## src/rtl/gdi_pkg.sv

```systemverilog
package gdi_pkg;

   // Clocks and the serial rate ceiling
   localparam int MCLK_HZ = 40_000_000;
   localparam int SCLK_MAX_HZ = 4_000_000;
   // Shortest serial clock phase seen in mclk cycles (rounded down)
   localparam int SCLK_HALF_CYC = MCLK_HZ / (2 * SCLK_MAX_HZ);

   // Serial frame
   localparam int FRAME_BITS = 16;
   localparam logic [4:0] FRAME_BITS_W = 5'h10;
   localparam logic [4:0] FRAME_CNT_MAX = 5'h11;

   // Fault vector: bit 0 is the shoot-through flag, 4:1 external faults
   localparam int NUM_FAULTS = 5;
   localparam int FAULT_STP_BIT = 0;
   localparam int EXT_FAULTS = 4;

   // Configuration word layout and reset value
   localparam int CFG_ALARM_MASK_LSB = 0;
   localparam int CFG_WARN_MASK_LSB = 5;
   localparam int CFG_ALT_BIT = 10;
   localparam logic [15:0] CFG_RESET = 16'h0000;

   // Converter width for the duty output
   localparam int ADC_BITS = 10;

   // Synchronised pin vector positions
   localparam int PIN_NUM = 8;
   localparam int PIN_PWM_POS = 0;
   localparam int PIN_PWM_NEG = 1;
   localparam int PIN_OVR_EN = 2;
   localparam int PIN_OVR_LVL = 3;
   localparam int PIN_DRV_EN = 4;
   localparam int PIN_CS_N = 5;
   localparam int PIN_SCLK = 6;
   localparam int PIN_SDI = 7;
   // Idle pin levels: only the chip select rests high, so no false edge
   localparam logic [7:0] PIN_RST_VAL = 8'h20;

   typedef enum logic [1:0] {
      GDI_DRV_OFF = 2'b00,
      GDI_DRV_PWM = 2'b01,
      GDI_DRV_OVR = 2'b10
   } gdi_mode_e;

endpackage

```

## src/rtl/gdi_sync.sv

```systemverilog
`timescale 1ns/1ps
module gdi_sync #(
   parameter int W = 1,
   parameter logic [W-1:0] RST_VAL = '0
) (
   // Clock and reset
   input wire logic mclk,
   input wire logic rst_b,
   // Asynchronous in, synchronised out
   input wire logic [W-1:0] d,
   output logic [W-1:0] q
);
   logic [W-1:0] meta_ff;
   logic [W-1:0] q_ff;
   logic [W-1:0] nxt_meta;
   logic [W-1:0] nxt_q;

   always_comb begin
      nxt_meta = d;
      nxt_q = meta_ff;
   end

   always_ff @(posedge mclk) begin
      if (!rst_b) begin
         // Reset to the pins' idle levels, not zero, to avoid fake edges
         meta_ff <= RST_VAL;
         q_ff <= RST_VAL;
      end else begin
         meta_ff <= nxt_meta;
         q_ff <= nxt_q;
      end
   end

   assign q = q_ff;
endmodule

```

## src/rtl/gdi_top.sv

```systemverilog
`timescale 1ns/1ps
// What this block does
// - Override enable forces output to override level
// - Override high sources gate, low sinks it
// - Normal mode: gate follows positive PWM input
// - Both PWM inputs high flags shoot-through
// - Unmasked fault pulls alarm output low
// - Alarm high when faults absent or masked
// - Warning pin low on unmasked routed fault
// - Alternate warning pin carries converter duty PWM
// - Serial port works up to 4 MHz
// - Serial clock and data ignored while deselected
// - Sample data on falling, update on rising
module gdi_top
   import gdi_pkg::*;
(
   // Clock and reset
   input wire logic mclk,
   input wire logic rst_b,
   // Drive command pins
   input wire logic pwm_in_pos,
   input wire logic pwm_in_neg_interlock,
   input wire logic short_circuit_override_enable,
   input wire logic short_circuit_level,
   input wire logic driver_enable,
   // Serial configuration port
   input wire logic chip_select_n,
   input wire logic sclk,
   input wire logic sdi,
   output logic sdo,
   // Same-domain fault sources and converter code
   input wire logic [EXT_FAULTS-1:0] fault_in,
   input wire logic [ADC_BITS-1:0] adc_code,
   // Gate drive and indication
   output logic gate_source_out,
   output logic gate_sink_out,
   output logic shoot_through_fault,
   output logic fault_alarm_n,
   output logic warning_out_n
);

   function automatic logic fault_hit(input logic [NUM_FAULTS-1:0] f,
                                      input logic [NUM_FAULTS-1:0] m);
      return |(f & ~m);
   endfunction

   ////////////////////////////////////////////////////////////////////////
   // Pin synchronisers
   logic [PIN_NUM-1:0] pins;
   logic [PIN_NUM-1:0] pin_s;

   assign pins = {sdi, sclk, chip_select_n, driver_enable,
                  short_circuit_level, short_circuit_override_enable,
                  pwm_in_neg_interlock, pwm_in_pos};

   gdi_sync #(.W(PIN_NUM), .RST_VAL(PIN_RST_VAL)) u_sync (
      .mclk(mclk),
      .rst_b(rst_b),
      .d(pins),
      .q(pin_s)
   );

   logic pwm_pos_s, pwm_neg_s, ovr_en_s, ovr_lvl_s, drv_en_s;
   logic cs_n_s, sclk_s, sdi_s;
   assign pwm_pos_s = pin_s[PIN_PWM_POS];
   assign pwm_neg_s = pin_s[PIN_PWM_NEG];
   assign ovr_en_s = pin_s[PIN_OVR_EN];
   assign ovr_lvl_s = pin_s[PIN_OVR_LVL];
   assign drv_en_s = pin_s[PIN_DRV_EN];
   assign cs_n_s = pin_s[PIN_CS_N];
   assign sclk_s = pin_s[PIN_SCLK];
   assign sdi_s = pin_s[PIN_SDI];

   ////////////////////////////////////////////////////////////////////////
   // Serial configuration port
   // Two-stage sync plus edge detect needs a few mclk per phase; at the
   // 4 MHz ceiling each phase spans SCLK_HALF_CYC cycles, enough margin.
   logic sclk_d_ff, cs_d_ff, sdo_ff;
   logic [FRAME_BITS-1:0] rx_ff, tx_ff, cfg_ff;
   logic [4:0] bcnt_ff;
   logic nxt_sclk_d, nxt_cs_d, nxt_sdo;
   logic [FRAME_BITS-1:0] nxt_rx, nxt_tx, nxt_cfg;
   logic [4:0] nxt_bcnt;
   logic sclk_fall, sclk_rise, cs_fall, cs_rise;

   assign sclk_fall = sclk_d_ff & ~sclk_s;
   assign sclk_rise = ~sclk_d_ff & sclk_s;
   assign cs_fall = cs_d_ff & ~cs_n_s;
   assign cs_rise = ~cs_d_ff & cs_n_s;

   always_comb begin
      nxt_sclk_d = sclk_s;
      nxt_cs_d = cs_n_s;
      nxt_rx = rx_ff;
      nxt_tx = tx_ff;
      nxt_bcnt = bcnt_ff;
      nxt_sdo = sdo_ff;
      nxt_cfg = cfg_ff;
      if (cs_fall) begin
         nxt_rx = '0;
         nxt_tx = cfg_ff;
         nxt_bcnt = '0;
         nxt_sdo = 1'b0;
      end else if (!cs_n_s) begin
         if (sclk_fall) begin
            nxt_rx = {rx_ff[FRAME_BITS-2:0], sdi_s};
            if (bcnt_ff != FRAME_CNT_MAX) begin
               nxt_bcnt = 5'(bcnt_ff + 5'h01);
            end
         end
         if (sclk_rise) begin
            nxt_sdo = tx_ff[FRAME_BITS-1];
            nxt_tx = {tx_ff[FRAME_BITS-2:0], 1'b0};
         end
      end else begin
         // Deselected: clock and data have no effect
         nxt_sdo = 1'b0;
      end
      // Only a whole frame updates the configuration
      if (cs_rise && bcnt_ff == FRAME_BITS_W) begin
         nxt_cfg = rx_ff;
      end
   end

   always_ff @(posedge mclk) begin
      if (!rst_b) begin
         sclk_d_ff <= 1'b0;
         cs_d_ff <= 1'b1;
         rx_ff <= '0;
         tx_ff <= '0;
         bcnt_ff <= '0;
         sdo_ff <= 1'b0;
         cfg_ff <= CFG_RESET;
      end else begin
         sclk_d_ff <= nxt_sclk_d;
         cs_d_ff <= nxt_cs_d;
         rx_ff <= nxt_rx;
         tx_ff <= nxt_tx;
         bcnt_ff <= nxt_bcnt;
         sdo_ff <= nxt_sdo;
         cfg_ff <= nxt_cfg;
      end
   end

   assign sdo = sdo_ff;

   ////////////////////////////////////////////////////////////////////////
   // Gate drive and indication
   logic [NUM_FAULTS-1:0] faults, alarm_mask, warn_mask;
   logic alt_mode, duty, stp_now;
   gdi_mode_e mode;
   logic src_ff, snk_ff, stp_ff, alarm_n_ff, warn_n_ff;
   logic [ADC_BITS-1:0] pcnt_ff;
   logic nxt_src, nxt_snk, nxt_stp, nxt_alarm_n, nxt_warn_n;
   logic [ADC_BITS-1:0] nxt_pcnt;

   assign stp_now = pwm_pos_s & pwm_neg_s;
   assign faults = {fault_in, stp_now};
   assign alarm_mask = cfg_ff[CFG_ALARM_MASK_LSB +: NUM_FAULTS];
   assign warn_mask = cfg_ff[CFG_WARN_MASK_LSB +: NUM_FAULTS];
   assign alt_mode = cfg_ff[CFG_ALT_BIT];
   // Free-running ramp; duty resolution is one converter LSB
   assign duty = pcnt_ff < adc_code;

   always_comb begin
      if (ovr_en_s) begin
         mode = GDI_DRV_OVR;
      end else if (drv_en_s) begin
         mode = GDI_DRV_PWM;
      end else begin
         mode = GDI_DRV_OFF;
      end
      unique case (mode)
         GDI_DRV_OVR: nxt_src = ovr_lvl_s;
         GDI_DRV_PWM: nxt_src = pwm_pos_s;
         default: nxt_src = 1'b0;
      endcase
      // Never both: sink whenever not sourcing, so gate defaults low
      nxt_snk = ~nxt_src;
      nxt_stp = stp_now;
      nxt_alarm_n = ~fault_hit(faults, alarm_mask);
      nxt_warn_n = alt_mode ? duty : ~fault_hit(faults, warn_mask);
      nxt_pcnt = ADC_BITS'(pcnt_ff + 1'b1);
   end

   always_ff @(posedge mclk) begin
      if (!rst_b) begin
         src_ff <= 1'b0;
         snk_ff <= 1'b1;
         stp_ff <= 1'b0;
         alarm_n_ff <= 1'b1;
         warn_n_ff <= 1'b1;
         pcnt_ff <= '0;
      end else begin
         src_ff <= nxt_src;
         snk_ff <= nxt_snk;
         stp_ff <= nxt_stp;
         alarm_n_ff <= nxt_alarm_n;
         warn_n_ff <= nxt_warn_n;
         pcnt_ff <= nxt_pcnt;
      end
   end

   assign gate_source_out = src_ff;
   assign gate_sink_out = snk_ff;
   assign shoot_through_fault = stp_ff;
   assign fault_alarm_n = alarm_n_ff;
   assign warning_out_n = warn_n_ff;
endmodule

```

## config.mk

```make
export PLATFORM = sky130hd
export DESIGN_NAME = gdi_top
export DESIGN_NICKNAME = d
export VERILOG_FILES = /design/src/rtl/gdi_pkg.sv /design/src/rtl/gdi_sync.sv /design/src/rtl/gdi_top.sv
export SDC_FILE = /design/constraint.sdc
export NUM_CORES = 1
export LEC_CHECK = 0
export ABC_AREA = 1
export BUFFER_PORTS_ARGS = -buffer_cell sky130_fd_sc_hd__buf_2
export CAP_MARGIN = 20
export CORE_UTILIZATION = 52
export CTS_CLUSTER_DIAMETER = 150
export DETAILED_ROUTE_END_ITERATION = 16
export PLACE_DENSITY = 0.82
export SLEW_MARGIN = 0
export SYNTH_ARGS = -nofsm -noshare
export SYNTH_HDL_FRONTEND = slang
export SYNTH_SLANG_ARGS = --single-unit
```

## constraint.sdc

```tcl
create_clock -name mclk -period 2.48 [get_ports mclk]
set_clock_uncertainty 0.1 [all_clocks]
set_input_delay 0.496 -clock mclk [delete_from_list [all_inputs] [get_ports mclk]]
set_output_delay 0.496 -clock mclk [all_outputs]
set_load 0.005 [all_outputs]
```

==> impl_metrics.ini <==
[worst_setup_path]
reg2reg_depth = 6
max_stage_delay_ns = 0.42
worst_setup_path_end_kind = register
r2r_slack_ns = 0.80
crit_chain = inv_1 -> ha_1 -> nand4_4 -> nand2_1 -> nand2_1 -> nor2_1
slowest_stage = nand4_4
start_kind = register
crit_fanout = 32
cp.required_ns = 2.66
reg2reg_to = cfg_ff[11]$_SDFFE_PN0P_
crit_end = cfg_ff[11]$_SDFFE_PN0P_
path_class = register to register
critPathLaunch = bcnt_ff[0]$_SDFFE_PP0P_
arrival_ns = 1.86
r2r_start = bcnt_ff[0]$_SDFFE_PP0P_
cpMostUsedCell = nand2_1

[synthesis]
yosysTopAreaCell = dfxtp_1
yosys_warnings = 0
syn_area_per_cell_um2 = 7.26
synth_top_flop_cell = dfxtp_1
ys_ff_latch = 87
synth_area_leaders = dfxtp_1 47%, nand2_1 15%, inv_1 6.8%
syn_nets = 552
netlist.area_leader.share_pct = 46.6
synth_cells = 515
async_reset_ff_share_pct = 0
syn_area_um2 = 3740
synth-edff-count = 0
synth_cell_types = 29
yosysMostFrequentCell = nand2_1
synth_seq_area_share_pct = 46.6
synth_common_cells = 152 x nand2_1, 87 x dfxtp_1, 68 x inv_1

[clock_tree]
htree_levels = 3
root_buffer = clkbuf_8
numCtsBuffers = 9
cts_hold_buf = 0
cts.sinks = 87
clock_path_buffers = 2
insertion_delay_ns = 0.35
cts_tree = built
path_clk_slew_ns = 0.09
cts_post_setup_buffers_inserted = 0
cts_resized = 0

[finish]
nNetsFinal = 574
area_growth_syn_to_layout_pct = 9.27
drive_above_1_share_pct = 12.0
fill_cells = 605
seqCellArea_um2 = 1740
multi_input_area_um2 = 1580
insertedDiodeCount = 0

[place]
port_buffers = 29
gp_congestion = 0.831
dp_hpwl_um = 4640

[power]
clkPwrFrac_pct = 39.1
power_frac_comb_pct = 4.7
power.total_w = 0.00254
p_per_area_nw_per_um2 = 623
power_switching_w = 0.000586
p_int_w = 0.00196
peakVddDrop_mv = 0.309
seqPwrFrac_pct = 56.2
leakagePower_nw = 1.95
swShare_pct = 23.0

[hold_path]
hp-class = input port to register
worstHoldPathCells = 3

[floorplanning]
core_area_um2 = 6870
fp.dieH_um = 86.8
die_width_um = 86.8
io_pins = 30
initial_core_util_pct = 54.4
fp.dieArea_um2 = 7530
placementRows = 30

[grt]
grt_pass1_vias = 2728
grt_max_degree = 41
overflow = 0
grt_use_total_pct = 20.5
antenna_found_initial = 0
grt_pass1_wl_um = 12000

[sta]
rsz0062_at_grt = false
worstMarginPinSlew_ns = 0.533
period_minus_slack_ns = 1.68
slew_headroom_pct = 64.4
setup_violations = 0
fin_setup_tns_ns = 0
drv_slew = 0
fin_crit_sh_pct = 67.8
hold_viol = 0
fmax_ghz = 0.595

[detailed_routing]
vias = 3065
drtIter0Drc = 258
drc = 0
drt_wl_total_um = 7100
postRouteAntennaNets = 0
first_pass_iters = 4
wl_per_cell_um = 11.1
vias_per_cell = 4.80

[job]
cap_violations = 0

[run_status]
status = finished clean
==> metal layers <==
layer	vias up	share of wire (%)	GRT usage [%]
li1	1625	-	-
met1	1363	46	25.4
met2	68	47	35.4
met3	9	5.2	4.00
met4	0	1.2	7.58
met5	-	0	0
==> stage by stage <==
step	utilization [%]	hold WS, ns	instances	area (um^2)	setup WS [ns]
after global routing	59.5	0.214	638	4080	0.676
after floorplan	-	0.290	515	3740	1.12
after global placement	56.5	0.293	622	3880	0.924
final	59.5	0.218	638	4080	0.799
after detailed placement	56.5	0.299	622	3880	0.903
after CTS	59.5	0.221	638	4080	0.832
==> critical path, delay by kind of cell (launching register included) <==
kind                     cells  cell delay, ns
buffers and inverters        1            0.10
AND/OR/NAND/NOR              4            0.81
flip-flops                   1            0.38
adder cells (fa/ha/maj)      1            0.19
==> final cells by class <==
type	count	share of cell area [%]
Timing Repair Buffer	30	3.74
Inverter	75	6.95
Sequential cell	87	42.6
Clock inverter	6	1.65
Clock buffer	10	3.37
Multi-Input combinational cell	334	38.7
Tap cell	96	2.94
==> cells in the final DEF (no fill, tap or decap), drive strengths merged <==
| cell type | Yosys | routed |
|---|---|---|
| dfxtp | 87 | 87 |
| nand2 | 156 | 156 |
| nand3 | 14 | 14 |
| nor3 | 2 | 2 |
| bufinv | 0 | 1 |
| clkinv | 0 | 2 |
| clkbuf | 2 | 10 |
| ha | 13 | 13 |
| xnor2 | 1 | 1 |
| inv | 75 | 76 |
| nand4 | 4 | 4 |
| buf | 17 | 30 |
| a211oi | 1 | 1 |
| a21oi | 42 | 42 |
| clkinvlp | 0 | 2 |
| nor2 | 63 | 63 |
| xor2 | 1 | 1 |
| or2 | 2 | 2 |
| o21ai | 35 | 35 |
==> power groups by stage <==
stage / Clock [W] / Sequential (W) / Combinational [W]
CTS: 0.000998 / 0.00143 / 0.000121
finish: 0.000994 / 0.00143 / 0.000121
global route: 0.00107 / 0.00143 / 0.000137
floorplan: 0 / 0.00146 / 0.0000874
global placement: 0 / 0.00146 / 0.000115
detailed placement: 0 / 0.00146 / 0.000120
==> cell families (layout without fill, tap and decap cells) <==
logic type	after synthesis	in the layout	share of synthesized area, %
buffers and inverters	94	121	11.1
XOR/XNOR	2	2	0.469
adder cells (fa/ha/maj)	13	13	4.35
AND/OR/NAND/NOR	241	241	26.8
flip-flops	87	87	46.6
AO/OA/AOI/OAI	78	78	10.6
==> flip-flops by register name (all words and copies together), names as in the netlist <==
register / count
rx_ff: 16
sdo: 1
sclk_d_ff: 1
shoot_through_fault: 1
u_sync.meta_ff: 8
u_sync.q: 8
bcnt_ff: 5
gate_sink_out: 1
cs_d_ff: 1
warning_out_n: 1
tx_ff: 16
cfg_ff: 16
gate_source_out: 1
fault_alarm_n: 1
pcnt_ff: 10
==> worst min-delay path by stage <==
stage | slack (ns) | startpoint | to
after floorplan | 0.29 | u_sync.meta_ff[0]$_SDFF_PN0_ | u_sync.q[0]$_SDFF_PN0_
after global placement | 0.29 | u_sync.meta_ff[3]$_SDFF_PN0_ | u_sync.q[3]$_SDFF_PN0_
after detailed placement | 0.30 | u_sync.meta_ff[3]$_SDFF_PN0_ | u_sync.q[3]$_SDFF_PN0_
after CTS | 0.22 | sdi | u_sync.meta_ff[7]$_SDFF_PN0_
after global routing | 0.21 | chip_select_n | u_sync.meta_ff[5]$_SDFF_PN1_
final | 0.22 | sdi | u_sync.meta_ff[7]$_SDFF_PN0_
Power figures use the tool's default switching activity.
